`src/design/sysio_pkg.sv`:
```
/*
 * Constants shared by the system I/O port decoder and its DMA register
 * store: port addresses, field positions, reset values, timing counts and
 * the DMA engine state type.
 * Assumes a single 40 MHz system clock.
 */
package sysio_pkg;

	// ------------------------------------------------------------------
	// Port addresses
	// ------------------------------------------------------------------
	localparam logic [7:0] PORT_TIMER_RESET = 8'hec;
	localparam logic [7:0] PORT_SWITCH_LAMP = 8'hed;
	localparam logic [7:0] PORT_BANK = 8'hee;
	localparam logic [7:0] PORT_SYNC = 8'hef;
	localparam logic [7:0] PORT_HSI_STATUS = 8'he9;
	localparam logic [3:0] DMA_PORT_HIGH = 4'h9;
	localparam logic [7:0] DMA_CHAN0_ADDR_PORT = 8'h90;
	localparam int DMA_GROUP_BIT = 3;
	localparam logic [2:0] DMA_GENERAL_SEL = 3'h0;

	// ------------------------------------------------------------------
	// Timing
	// ------------------------------------------------------------------
	localparam int unsigned CLOCK_HZ = 40_000_000;
	localparam int unsigned TIMER_PERIOD_MS = 100;
	localparam int unsigned TIMER_PERIOD_CYCLES =
		CLOCK_HZ / 1000 * TIMER_PERIOD_MS;
	localparam int TIMER_CNT_W = 22;
	localparam logic [2:0] CPU_RESET_HOLD_CYCLES = 3'h4;

	// ------------------------------------------------------------------
	// Field positions and reset values
	// ------------------------------------------------------------------
	localparam int TIMER_EN_BIT = 0;
	localparam int SWITCH_LSB = 2;
	localparam int LAMP_W = 6;
	localparam logic [5:0] LAMP_RESET = 6'h00;
	localparam int SELF_TEST_LAMP_BIT = 5;
	localparam int STATUS_LAMP_BIT = 6;
	localparam int BANK_BLOCK_LO = 0;
	localparam int BANK_BLOCK_HI = 1;
	localparam int BANK_MEM_SEL = 2;
	localparam int BANK_MAP_EN = 3;
	localparam logic [3:0] BANK_RESET = 4'h0;
	localparam int CPU_UPPER_BIT = 14;

	// ------------------------------------------------------------------
	// DMA controller
	// ------------------------------------------------------------------
	localparam int NUM_CHAN = 4;
	localparam int DMA_REG_COUNT = 8;
	localparam logic [7:0] MODE_RESET = 8'h00;
	localparam int MODE_TC_STOP = 6;
	localparam logic [3:0] TC_STATUS_RESET = 4'h0;
	localparam int COUNT_W = 14;
	localparam logic [13:0] COUNT_LAST = 14'h0000;

	typedef enum {
		DMA_IDLE,
		DMA_HOLD,
		DMA_ADDR,
		DMA_CNT,
		DMA_OUT,
		DMA_WRC
	} dma_state_t;

endpackage

```
`src/design/dma_mem_if.sv`:
```
/*
 * Bundle between the port decoder and the DMA register store: one write
 * port with byte enables and two read ports.
 * Assumes both ends run on the same system clock.
 */
interface dma_mem_if;
	logic wr_en;
	logic [2:0] wr_idx;
	logic [1:0] wr_be;
	logic [15:0] wr_data;
	logic [2:0] cpu_idx;
	logic [15:0] cpu_data;
	logic [2:0] eng_idx;
	logic [15:0] eng_data;

	modport user (
		output wr_en, wr_idx, wr_be, wr_data, cpu_idx, eng_idx,
		input cpu_data, eng_data
	);
	modport store (
		input wr_en, wr_idx, wr_be, wr_data, cpu_idx, eng_idx,
		output cpu_data, eng_data
	);
endinterface

```
`src/design/system_io_port_controller.sv`:
```
/*
 * System I/O port decoder: CPU reset, interval timer, diagnostic switches
 * and lamps, memory bank switching, sync test strobe and a DMA controller
 * with a four-channel register file, of which only channels 0 to 2 can request.
 * Assumes the processor I/O strobes, address and memory address come from
 * logic on clock_in; only the DIP switches come from outside.
 */
module system_io_port_controller #(
	parameter int unsigned TIMER_PERIOD_P = sysio_pkg::TIMER_PERIOD_CYCLES
) (
	input wire logic clock_in,
	input wire logic rst_in,
	input wire logic clk_en_in,
	input wire logic [7:0] io_addr_in,
	input wire logic [7:0] io_data_in,
	input wire logic io_read_strobe_n_in,
	input wire logic io_write_strobe_n_in,
	output logic [7:0] io_data_out,
	output logic io_data_oe_out,
	input wire logic [14:0] cpu_mem_addr_in,
	input wire logic [5:0] diag_switch_in,
	input wire logic timer_irq_ack_in,
	input wire logic [2:0] dma_req_in,
	input wire logic hold_ack_in,
	output logic cpu_reset_n_out,
	output logic timer_irq_out,
	output logic switch_read_strobe_n_out,
	output logic lamp_latch_strobe_n_out,
	output logic [sysio_pkg::LAMP_W-1:0] lamp_out,
	output logic bank_strobe_n_out,
	output logic extended_addr_bit15_out,
	output logic extended_addr_bit14_out,
	output logic program_memory_select_out,
	output logic map_protect_enable_out,
	output logic sync_test_strobe_n_out,
	output logic dma_chip_select_n_out,
	output logic hold_request_out,
	output logic [sysio_pkg::NUM_CHAN-1:0] dma_ack_out,
	output logic dma_cycle_out,
	output logic [7:0] dma_addr_low_out,
	output logic [7:0] dma_addr_high_out,
	output logic [1:0] dma_cycle_type_out,
	output logic terminal_count_out
);
	import sysio_pkg::*;

	// ----------
	// Decoding helpers
	// ----------
	function automatic logic dma_hit(input logic [7:0] a);
		return a[7:4] == DMA_PORT_HIGH;
	endfunction

	function automatic logic dma_general(input logic [7:0] a);
		return dma_hit(a) && a[DMA_GROUP_BIT] &&
			(a[2:0] == DMA_GENERAL_SEL);
	endfunction

	function automatic logic dma_channel(input logic [7:0] a);
		return dma_hit(a) && !a[DMA_GROUP_BIT];
	endfunction

	function automatic logic [1:0] lowest(input logic [3:0] r);
		logic [1:0] c;
		c = 2'h3;
		for (int i = NUM_CHAN - 1; i >= 0; i--) begin
			if (r[i]) begin
				c = 2'(i);
			end
		end
		return c;
	endfunction

	// ----------
	// Declarations
	// ----------
	dma_mem_if mem_bus ();

	logic rd_n_prev_reg;
	logic wr_n_prev_reg;
	logic [7:0] acc_addr_reg;
	logic [5:0] switch_meta_reg;
	logic [5:0] switch_sync_reg;
	logic [2:0] reset_hold_reg;
	logic timer_en_reg;
	logic [TIMER_CNT_W-1:0] timer_cnt_reg;
	logic timer_tick;
	logic [3:0] bank_reg;
	logic byte_ptr_reg;
	logic [7:0] mode_reg;
	logic [3:0] tc_status_reg;
	logic [3:0] tc_set;
	logic [3:0] dma_req_all;
	dma_state_t dma_state_reg;
	logic [1:0] chan_reg;
	logic [15:0] addr_reg;
	logic [15:0] cnt_reg;

	logic rd_active;
	logic wr_active;
	logic rd_start;
	logic rd_end;
	logic wr_start;
	logic wr_end;
	logic status_read_end;

	assign rd_active = !io_read_strobe_n_in;
	assign wr_active = !io_write_strobe_n_in;
	assign rd_start = rd_active && rd_n_prev_reg;
	assign wr_start = wr_active && wr_n_prev_reg;
	assign rd_end = !rd_active && !rd_n_prev_reg;
	assign wr_end = !wr_active && !wr_n_prev_reg;
	assign status_read_end = rd_end && dma_general(acc_addr_reg);

	// Channel 3 has no requester; its request is held inactive.
	assign dma_req_all = {1'b0, dma_req_in} & mode_reg[3:0];

	// ----------
	// Strobe edges and switch synchroniser
	// ----------
	always_ff @(posedge clock_in) begin
		if (rst_in) begin
			rd_n_prev_reg <= 1'b1;
			wr_n_prev_reg <= 1'b1;
			acc_addr_reg <= 8'h00;
		end else if (clk_en_in) begin
			rd_n_prev_reg <= io_read_strobe_n_in;
			wr_n_prev_reg <= io_write_strobe_n_in;
			if (rd_start || wr_start) begin
				acc_addr_reg <= io_addr_in;
			end
		end
	end

	always_ff @(posedge clock_in) begin
		if (rst_in) begin
			switch_meta_reg <= 6'h00;
			switch_sync_reg <= 6'h00;
		end else if (clk_en_in) begin
			switch_meta_reg <= diag_switch_in;
			switch_sync_reg <= switch_meta_reg;
		end
	end

	// ----------
	// CPU reset
	// ----------
	// The reset flip-flop releases itself after a short hold so the
	// processor restarts without a separate set path.
	always_ff @(posedge clock_in) begin
		if (rst_in) begin
			cpu_reset_n_out <= 1'b1;
			reset_hold_reg <= 3'h0;
		end else if (clk_en_in) begin
			if (rd_start && io_addr_in == PORT_TIMER_RESET) begin
				cpu_reset_n_out <= 1'b0;
				reset_hold_reg <= CPU_RESET_HOLD_CYCLES - 3'h1;
			end else if (!cpu_reset_n_out) begin
				if (reset_hold_reg == 3'h0) begin
					cpu_reset_n_out <= 1'b1;
				end else begin
					reset_hold_reg <= reset_hold_reg - 3'h1;
				end
			end
		end
	end

	// ----------
	// Interval timer
	// ----------
	assign timer_tick = timer_en_reg &&
		(timer_cnt_reg == TIMER_CNT_W'(TIMER_PERIOD_P - 1));

	always_ff @(posedge clock_in) begin
		if (rst_in) begin
			timer_en_reg <= 1'b0;
		end else if (clk_en_in) begin
			if (wr_start && io_addr_in == PORT_TIMER_RESET) begin
				timer_en_reg <= io_data_in[TIMER_EN_BIT];
			end
		end
	end

	always_ff @(posedge clock_in) begin
		if (rst_in) begin
			timer_cnt_reg <= '0;
		end else if (clk_en_in) begin
			if (!timer_en_reg || timer_tick) begin
				timer_cnt_reg <= '0;
			end else begin
				timer_cnt_reg <= timer_cnt_reg + TIMER_CNT_W'(1);
			end
		end
	end

	// A tick in the same cycle as an acknowledge still leaves the
	// request pending, so no period is lost.
	always_ff @(posedge clock_in) begin
		if (rst_in) begin
			timer_irq_out <= 1'b0;
		end else if (clk_en_in) begin
			if (timer_tick) begin
				timer_irq_out <= 1'b1;
			end else if (timer_irq_ack_in ||
				(wr_start && io_addr_in == PORT_TIMER_RESET &&
				!io_data_in[TIMER_EN_BIT])) begin
				timer_irq_out <= 1'b0;
			end
		end
	end

	// ----------
	// Port strobes and latches
	// ----------
	always_ff @(posedge clock_in) begin
		if (rst_in) begin
			switch_read_strobe_n_out <= 1'b1;
			lamp_latch_strobe_n_out <= 1'b1;
			bank_strobe_n_out <= 1'b1;
			sync_test_strobe_n_out <= 1'b1;
			dma_chip_select_n_out <= 1'b1;
		end else if (clk_en_in) begin
			switch_read_strobe_n_out <=
				!(rd_active && io_addr_in == PORT_SWITCH_LAMP);
			lamp_latch_strobe_n_out <=
				!(wr_active && io_addr_in == PORT_SWITCH_LAMP);
			bank_strobe_n_out <=
				!(wr_active && io_addr_in == PORT_BANK);
			sync_test_strobe_n_out <=
				!(rd_active && io_addr_in == PORT_SYNC);
			dma_chip_select_n_out <= !dma_hit(io_addr_in);
		end
	end

	always_ff @(posedge clock_in) begin
		if (rst_in) begin
			lamp_out <= LAMP_RESET;
			bank_reg <= BANK_RESET;
		end else if (clk_en_in) begin
			if (wr_start && io_addr_in == PORT_SWITCH_LAMP) begin
				lamp_out <= io_data_in[LAMP_W-1:0];
			end
			if (wr_start && io_addr_in == PORT_BANK) begin
				bank_reg <= io_data_in[3:0];
			end
		end
	end

	// ----------
	// Bank switching
	// ----------
	// Outputs are registered, so the extended address lags the processor
	// address by one clock; memory timing must allow for that.
	always_ff @(posedge clock_in) begin
		if (rst_in) begin
			extended_addr_bit15_out <= 1'b0;
			extended_addr_bit14_out <= 1'b0;
			program_memory_select_out <= 1'b0;
			map_protect_enable_out <= 1'b0;
		end else if (clk_en_in) begin
			map_protect_enable_out <= bank_reg[BANK_MAP_EN];
			if (cpu_mem_addr_in[CPU_UPPER_BIT]) begin
				extended_addr_bit15_out <= bank_reg[BANK_BLOCK_HI];
				extended_addr_bit14_out <= bank_reg[BANK_BLOCK_LO];
				program_memory_select_out <=
					!bank_reg[BANK_MEM_SEL];
			end else begin
				extended_addr_bit15_out <= 1'b0;
				extended_addr_bit14_out <= 1'b0;
				program_memory_select_out <= 1'b0;
			end
		end
	end

	// ----------
	// Read data
	// ----------
	assign mem_bus.cpu_idx = io_addr_in[2:0];

	always_ff @(posedge clock_in) begin
		if (rst_in) begin
			io_data_out <= 8'h00;
			io_data_oe_out <= 1'b0;
		end else if (clk_en_in) begin
			io_data_out <= 8'h00;
			io_data_oe_out <= 1'b0;
			if (rd_active) begin
				if (io_addr_in == PORT_SWITCH_LAMP) begin
					io_data_oe_out <= 1'b1;
					io_data_out[7:SWITCH_LSB] <= switch_sync_reg;
				end else if (io_addr_in == PORT_HSI_STATUS) begin
					io_data_oe_out <= 1'b1;
					io_data_out[STATUS_LAMP_BIT] <=
						lamp_out[SELF_TEST_LAMP_BIT];
				end else if (dma_general(io_addr_in)) begin
					io_data_oe_out <= 1'b1;
					io_data_out <= {4'h0, tc_status_reg};
				end else if (dma_channel(io_addr_in)) begin
					io_data_oe_out <= 1'b1;
					io_data_out <= byte_ptr_reg ?
						mem_bus.cpu_data[15:8] :
						mem_bus.cpu_data[7:0];
				end
			end
		end
	end

	// ----------
	// DMA programming: byte pointer, mode and status
	// ----------
	// The pointer flips when an access ends, so the byte chosen stays
	// steady for the whole read strobe.
	always_ff @(posedge clock_in) begin
		if (rst_in) begin
			byte_ptr_reg <= 1'b0;
		end else if (clk_en_in) begin
			if (wr_start && dma_general(io_addr_in)) begin
				byte_ptr_reg <= 1'b0;
			end else if ((rd_end || wr_end) &&
				dma_channel(acc_addr_reg)) begin
				byte_ptr_reg <= !byte_ptr_reg;
			end
		end
	end

	always_ff @(posedge clock_in) begin
		if (rst_in) begin
			mode_reg <= MODE_RESET;
		end else if (clk_en_in) begin
			if (wr_start && dma_general(io_addr_in)) begin
				mode_reg <= io_data_in;
			end else if (dma_state_reg == DMA_OUT &&
				mem_bus.eng_data[COUNT_W-1:0] == COUNT_LAST &&
				mode_reg[MODE_TC_STOP]) begin
				mode_reg[chan_reg] <= 1'b0;
			end
		end
	end

	// Status bits are sticky; a new terminal count wins over the clear
	// that a status read performs.
	for (genvar c = 0; c < NUM_CHAN; c++) begin : g_status
		assign tc_set[c] = dma_state_reg == DMA_OUT &&
			chan_reg == 2'(c) &&
			mem_bus.eng_data[COUNT_W-1:0] == COUNT_LAST;
		always_ff @(posedge clock_in) begin
			if (rst_in) begin
				tc_status_reg[c] <= TC_STATUS_RESET[c];
			end else if (clk_en_in) begin
				if (tc_set[c]) begin
					tc_status_reg[c] <= 1'b1;
				end else if (status_read_end) begin
					tc_status_reg[c] <= 1'b0;
				end
			end
		end
	end

	// ----------
	// Register store port control
	// ----------
	assign mem_bus.eng_idx = {chan_reg, dma_state_reg == DMA_CNT};

	always_comb begin
		mem_bus.wr_en = wr_start && dma_channel(io_addr_in);
		mem_bus.wr_idx = io_addr_in[2:0];
		mem_bus.wr_be = byte_ptr_reg ? 2'b10 : 2'b01;
		mem_bus.wr_data = {io_data_in, io_data_in};
		if (dma_state_reg == DMA_OUT) begin
			mem_bus.wr_en = 1'b1;
			mem_bus.wr_idx = {chan_reg, 1'b0};
			mem_bus.wr_be = 2'b11;
			mem_bus.wr_data = addr_reg + 16'h0001;
		end else if (dma_state_reg == DMA_WRC) begin
			mem_bus.wr_en = 1'b1;
			mem_bus.wr_idx = {chan_reg, 1'b1};
			mem_bus.wr_be = 2'b11;
			mem_bus.wr_data = {cnt_reg[15:COUNT_W],
				cnt_reg[COUNT_W-1:0] - 14'h0001};
		end
	end

	dma_reg_mem regs (
		.clock_in(clock_in),
		.clk_en_in(clk_en_in),
		.bus(mem_bus.store)
	);

	// ----------
	// DMA transfer engine
	// ----------
	always_ff @(posedge clock_in) begin
		if (rst_in) begin
			dma_state_reg <= DMA_IDLE;
			chan_reg <= 2'h0;
			addr_reg <= 16'h0000;
			cnt_reg <= 16'h0000;
			hold_request_out <= 1'b0;
			dma_ack_out <= 4'h0;
			dma_cycle_out <= 1'b0;
			dma_addr_low_out <= 8'h00;
			dma_addr_high_out <= 8'h00;
			dma_cycle_type_out <= 2'h0;
			terminal_count_out <= 1'b0;
		end else if (clk_en_in) begin
			terminal_count_out <= 1'b0;
			case (dma_state_reg)
			DMA_IDLE: begin
				if (dma_req_all != 4'h0) begin
					hold_request_out <= 1'b1;
					dma_state_reg <= DMA_HOLD;
				end
			end
			DMA_HOLD: begin
				if (dma_req_all == 4'h0) begin
					hold_request_out <= 1'b0;
					dma_state_reg <= DMA_IDLE;
				end else if (hold_ack_in) begin
					chan_reg <= lowest(dma_req_all);
					dma_state_reg <= DMA_ADDR;
				end
			end
			DMA_ADDR: begin
				dma_state_reg <= DMA_CNT;
			end
			DMA_CNT: begin
				addr_reg <= mem_bus.eng_data;
				dma_addr_low_out <= mem_bus.eng_data[7:0];
				dma_addr_high_out <= mem_bus.eng_data[15:8];
				dma_ack_out <= 4'h1 << chan_reg;
				dma_cycle_out <= 1'b1;
				dma_state_reg <= DMA_OUT;
			end
			DMA_OUT: begin
				cnt_reg <= mem_bus.eng_data;
				dma_ack_out <= 4'h0;
				dma_cycle_out <= 1'b0;
				dma_cycle_type_out <= mem_bus.eng_data[15:COUNT_W];
				terminal_count_out <= mem_bus.eng_data[COUNT_W-1:0] ==
					COUNT_LAST;
				dma_state_reg <= DMA_WRC;
			end
			DMA_WRC: begin
				if (dma_req_all != 4'h0) begin
					chan_reg <= lowest(dma_req_all);
					dma_state_reg <= DMA_ADDR;
				end else begin
					hold_request_out <= 1'b0;
					dma_state_reg <= DMA_IDLE;
				end
			end
			default: begin
				hold_request_out <= 1'b0;
				dma_state_reg <= DMA_IDLE;
			end
			endcase
		end
	end
endmodule

```
`src/design/dma_reg_mem.sv`:
```
/*
 * Eight 16-bit DMA channel registers (address and count per channel) with
 * byte-wide writes and two registered read ports.
 * Assumes the owner never writes the same word from two sources at once.
 */
module dma_reg_mem (
	input wire logic clock_in,
	input wire logic clk_en_in,
	dma_mem_if.store bus
);
	import sysio_pkg::*;

	logic [15:0] mem_reg [DMA_REG_COUNT];

	// ----------
	// Byte-lane writes
	// ----------
	// One process owns the array, so each word has a single driver.
	always_ff @(posedge clock_in) begin
		for (int b = 0; b < 2; b++) begin
			if (clk_en_in && bus.wr_en && bus.wr_be[b]) begin
				mem_reg[bus.wr_idx][b*8 +: 8] <= bus.wr_data[b*8 +: 8];
			end
		end
	end

	// ----------
	// Registered reads
	// ----------
	always_ff @(posedge clock_in) begin
		if (clk_en_in) begin
			bus.cpu_data <= mem_reg[bus.cpu_idx];
			bus.eng_data <= mem_reg[bus.eng_idx];
		end
	end
endmodule

```
`config.mk`:
```
export PLATFORM = sky130hd
export DESIGN_NAME = system_io_port_controller
export DESIGN_NICKNAME = d
export VERILOG_FILES = /design/src/design/sysio_pkg.sv /design/src/design/dma_mem_if.sv /design/src/design/system_io_port_controller.sv /design/src/design/dma_reg_mem.sv
export SDC_FILE = /design/constraint.sdc
export NUM_CORES = 1
export LEC_CHECK = 0
export ABC_AREA = 0
export BUFFER_PORTS_ARGS = -buffer_cell sky130_fd_sc_hd__buf_2
export CORE_ASPECT_RATIO = 0.7
export CORE_MARGIN = 1
export CORE_UTILIZATION = 45
export DETAILED_ROUTE_END_ITERATION = 16
export PLACE_DENSITY_LB_ADDON = 0.2
export SLEW_MARGIN = 20
export SYNTH_ARGS = -nofsm -noshare
export SYNTH_HDL_FRONTEND = slang
export SYNTH_HIERARCHICAL = 1
export SYNTH_SLANG_ARGS = --single-unit
```
`constraint.sdc`:
```
create_clock -name clock_in -period 2.45 [get_ports clock_in]
set_input_delay 0.245 -clock clock_in [delete_from_list [all_inputs] [get_ports clock_in]]
set_output_delay 0.245 -clock clock_in [all_outputs]
set_load 0.03 [all_outputs]
```
# --- Word-level counts from Yosys, hierarchy flattened ---
# Memory sizes are Yosys's and may differ from the RTL's. A register that Yosys moved wholly into a read port is not among the register bits.
# Index checks and enable logic that the tools add are counted.
totals:
  register_bits: 182
  ram_bits: 128
  mem_count: 1
op_classes:
  add_sub_neg: 4
  n_lt_le_gt_ge: 2
  n_eq_ne: 28
  shift: 1
  muxes: 69
  n_bitwise: 4
  reduce_logical: 93
memory_table:
  columns: ["memory", "words", "width", "read_ports", "rd_clocked_by_memory_dff", "write_ports", "line", "rtl"]
  rows:
  - ["regs.mem_reg", 8, 16, 2, 2, 1, "dma_reg_mem.sv:13", "logic [15:0] mem_reg [DMA_REG_COUNT];"]
op_table:
  columns: ["operator", "n"]
  rows:
  - ["case mux 32 bit (6 select lines)", 1]
  - ["equality test 32 x 3 -> 1 bit (second input constant)", 3]
  - ["two-way mux 32 bit", 3]
  - ["equality test 32 x 2 -> 1 bit (second input constant)", 2]
  - ["equality test 32 x 4 -> 1 bit (second input constant)", 2]
  - ["two-way mux 8 bit", 6]
  - ["equality test 8 bit (second input constant)", 5]
  - ["logical AND 1 bit", 38]
  - ["two-way mux 1 bit", 34]
  - ["equality test 32 x 1 -> 1 bit (second input constant)", 1]
  - ["logical NOT 32 bit", 1]
  - ["two-way mux 16 bit", 2]
  - ["AND reduction 2 bit", 14]
  - ["adder 22 x 1 -> 22 bit (second input constant)", 1]
  - ["equality test 22 bit (second input constant)", 1]
  - ["two-way mux 22 bit", 1]
  - ["two-way mux 2 bit", 10]
  - ["nonzero test 2 bit", 9]
  - ["adder 16 x 1 -> 16 bit (second input constant)", 1]
  - ["logical NOT 1 bit", 15]
  - ["two-way mux 3 bit", 5]
  - ["logical NOT 14 bit", 1]
  - ["inequality test 2 bit (second input constant)", 7]
  - ["subtractor 14 x 1 -> 14 bit (second input constant)", 1]
  - ["other kinds (27)", 37]

# --- Logic depth before layout (Yosys ltp) ---
depth:
  depth_word: 9
  depth_mapped: 8
  mapped_depth_nobuf: 7

# --- Cells and area by module ---
# The synthesis kept the hierarchy.
modules_own_cells:
  columns: ["module", "n_inst", "cells_per_inst", "area_per_inst_um2", "seq_area_each_um2"]
  rows:
  - ["dma_reg_mem", 1, 297, 7058.0, 4804.6]
  - ["system_io_port_controller", 1, 773, 6351.1, 2622.5]

# --- Worst setup path after synthesis ---
# OpenSTA, ideal clock, no wires.
synth_timing:
  kind: "reg-to-reg"
  startpoint: "reg dma_state_reg[1]"
  endpoint: "mem regs.mem_reg[1][10], enable pin"
  arrival_time_ps: 1931
  slack_ps: 135
  stages_incl_launch_ff: 9
  n_path_buf: 2
  cell_sequence: "dfxtp_1 buf_2 inv_2 nand2_1 clkbuf_1 nand2_1 nand2_1 nand4_1 nor3_1"
synth_via:
  word_cells_on_any_way: 12
  cone_classes: "eq/ne: 2; mux: 8; reduce/logical: 2"
synth_rtl:
  columns: ["item", "line", "rtl"]
  rows:
  - ["from (decl)", "system_io_port_controller.sv:94", "dma_state_t dma_state_reg;"]
  - ["from (signal assigned)", "system_io_port_controller.sv:394", "dma_state_reg <= DMA_IDLE;"]
  - ["from (signal assigned)", "system_io_port_controller.sv:411", "dma_state_reg <= DMA_HOLD;"]
  - ["from (signal assigned)", "system_io_port_controller.sv:417", "dma_state_reg <= DMA_IDLE;"]
  - ["equality test 32 x 4 -> 1 bit", "system_io_port_controller.sv:374", "end else if (dma_state_reg == DMA_WRC) begin"]
  - ["two-way mux 3 bit", "system_io_port_controller.sv:374", null]
  - ["two-way mux 3 bit (*)", "system_io_port_controller.sv:369", "if (dma_state_reg == DMA_OUT) begin"]
  - ["via mem_bus.wr_idx[0]", "dma_mem_if.sv:8", "logic [2:0] wr_idx;"]
  - ["to (decl)", "dma_reg_mem.sv:13", null]
# The timed path passes the listed nets; every way through them passes the cells marked *.

# --- Final worst setup path ---
layout_timing:
  startpoint: "reg dma_state_reg[2]"
  endpoint: "mem regs.mem_reg[4][14], enable pin"
# Same word-level chain as after synthesis.

==> impl_metrics.env <==
export IMPL_cts_htree_levels=1
export IMPL_die_x_um=208.3
export IMPL_async_flop_share_pct=0
export IMPL_ant_nets=0
export IMPL_finalNetCount=1256
export IMPL_crit_type="register to register"
export IMPL_grt_pass1_wl_mm=54.10
export IMPL_io_pins=98
export IMPL_r2r_end="regs/mem_reg[4][14]$_DFFE_PP_"
export IMPL_coreArea_mm2=0.02908
export IMPL_cts_resized_gates=0
export IMPL_io_buffers=83
export IMPL_fin_setup_tns_ps=0
export IMPL_dpl_hpwl_mm=25.02
export IMPL_crit_path_end_kind="register"
export IMPL_fin_crit_sh_pct=93.98
export IMPL_gr_total_overflow=0
export IMPL_wl_per_cell_um=22.28
export IMPL_synth_fp_nets=1122
export IMPL_via_per_inst=5.877
export IMPL_die_h_um=146.4
export IMPL_p_per_area_mw_per_mm2=637.8
export IMPL_crit_reg2reg_launch="dma_state_reg[2]$_SDFFE_PP0P_"
export IMPL_avgSynthCellArea_um2=12.53
export IMPL_netlist_area_mm2=0.01341
export IMPL_status="complete, no violations"
export IMPL_cp_endpoint="regs/mem_reg[4][14]$_DFFE_PP_"
export IMPL_crit_fanout=11
export IMPL_rows=52
export IMPL_hold_path_class="primary input to register"
export IMPL_drv_slew=0
export IMPL_cts_root_buf="clkbuf_16"
export IMPL_postCtsSetupBuffers=0
export IMPL_num_vias=9421
export IMPL_cts_made_buffers=28
export IMPL_grt_max_degree=61
export IMPL_dieArea_mm2=0.03050
export IMPL_synth_seq_cells=291
export IMPL_clk_pin_slew_worst_paths_ps=60
export IMPL_drt_first_pass_iters=5
export IMPL_synth_cells=1070
export IMPL_synth_warnings=6
export IMPL_ys_types=75
export IMPL_setup_viol=0
export IMPL_postCtsHoldBufs=13
export IMPL_grt_util_all_layers_pct=23.58
export IMPL_drtIter0Drc=937
export IMPL_initial_core_util_pct=46.11
export IMPL_skew_ps=11.16
export IMPL_fin_crit_ps=2303
export IMPL_synth_edf_count=160
export IMPL_clock_latency_ps=550
export IMPL_finalHoldViolations=0
export IMPL_antenna_found_initial=0
export IMPL_drive_above_1_share_pct=21.63
export IMPL_cts_tree="done"
export IMPL_syn2layout_area_growth_pct=16.13
export IMPL_drc=0
export IMPL_cts_sinks=291
export IMPL_fmax_mhz=434.3
export IMPL_cp_start_kind="register"
export IMPL_final_common_cell="edfxtp_1"
export IMPL_ir_worst_vdd_mv=0.5270
export IMPL_max_cap_violations=0
export IMPL_total_power_mw=9.932
export IMPL_drt_wl_total_mm=35.72
export IMPL_gp_congestion=0.8937
export IMPL_r2r_setup_slack_ps=150
export IMPL_grt_setup_unrepaired="false"
export IMPL_clk_path_buf_depth=3
export IMPL_p_leak_nw=5.564
export IMPL_layout_common_cells="160 x edfxtp_1, 133 x nand2_1, 131 x dfxtp_1"
export IMPL_first_global_vias=8811
export IMPL_relSlewSlack_pct=38.02
export IMPL_largest_register_ffs=128
export IMPL_reg2reg_depth=7
export IMPL_ys_seq_area_share_pct=55.39
export IMPL_critPathLaunch="dma_state_reg[2]$_SDFFE_PP0P_"
export IMPL_cp_data_arrival_time_ps=2560
export IMPL_crit_required_ps=2710
export IMPL_ys_flop_type="edfxtp_1"
export IMPL_antenna_cells=0
export IMPL_tightest_slew_ps=929.7
## logic make-up after synthesis
group | count (synthesis) | share of synthesized area (%)
xor+xnor | 44 | 2.874
compound gates | 147 | 6.737
flops | 291 | 55.39
mux | 131 | 17.66
simple gates | 378 | 14.10
buf+inv | 74 | 2.771
fa+ha+maj | 5 | 0.4665
## Yosys cell counts (9+ instances only)
cell type  number  area share, %
a21oi_1        64            2.4
a22oi_1        11           0.62
buf_1           9           0.25
buf_2          10           0.37
buf_6           9           0.76
clkbuf_1       27           0.76
dfxtp_1       131             20
edfxtp_1      160             36
inv_1          11           0.31
mux2_2         36            3.0
mux2i_1        30            2.2
mux4_1         56             11
nand2_1       133            3.7
nand2b_1       11           0.51
nand3_1        34            1.3
nand4_1        11           0.51
nor2_1        104            2.9
nor3_1         15           0.56
o21ai_0        16           0.60
o21ai_1         9           0.34
xnor2_1        14           0.91
xor2_1         30            2.0
## worst max-delay path, cell delays in order (launching register included)
cell and delay (ps):
dfxtp_1 510, nor2b_1 380, buf_4 200, o21ai_0 90
buf_4 190, nand2b_1 230, nor2_1 190, buf_4 210
## stage by stage
stage               setup slack, ps  hold WS (ps)  cell area (µm²)  cells  utilization (%)
global placement              230.8         442.3            14550   1539            50.02
floorplan                     135.2         357.5            13410   1070                -
detailed placement            197.2         455.3            14550   1539            50.02
global route                  27.92         4.729            15570   1603            53.55
CTS                           169.8         2.795            15570   1603            53.55
finish                        147.4         19.11            15570   1603            53.55
## final cells by class
cell class,count,area [µm²]
Multi-Input combinational cell,705,5627
Fill cell,2455,13510
Timing Repair Buffer,164,1099
Inverter,14,52.55
Tap cell,378,473.0
Clock buffer,39,799.5
Clock inverter,12,95.09
Sequential cell,291,7427
## how the worst min path moves through the flow
stage / from / endpoint / depth (start not counted)
5_1_grt: timer_irq_ack_in / timer_irq_out$_SDFFE_PP0P_ / 4
4_1_cts: dma_req_in[1] / chan_reg[1]$_SDFFE_PP0P_ / 3
3_3_place_gp: tc_status_reg[3]$_SDFFE_PP0P_ / tc_status_reg[3]$_SDFFE_PP0P_ / 2
6_report: timer_irq_ack_in / timer_irq_out$_SDFFE_PP0P_ / 4
2_1_floorplan: clk_en_in / regs/bus.cpu_data[0]$_DFFE_PP_ / 0
3_5_place_dp: io_data_out[6]$_SDFFE_PP0P_ / io_data_out[6]$_SDFFE_PP0P_ / 2
## layer usage
| layer | up-vias | wire length (µm) | track usage (%) | share of wire (%) |
|---|---|---|---|---|
| met5 | - | 0 | 0 | 0 |
| met4 | 0 | 583 | 4.593 | 1.6 |
| met3 | 39 | 3311 | 4.990 | 9.3 |
| met2 | 403 | 14770 | 32.84 | 41 |
| met1 | 4665 | 17060 | 37.49 | 48 |
| li1 | 4314 | - | - | - |
## power breakdown
part           switching [mW]  internal (mW)
registers              0.0381           5.19
clock network            1.84           2.39
logic                   0.291          0.177
(Power assumes the default switching activity.)
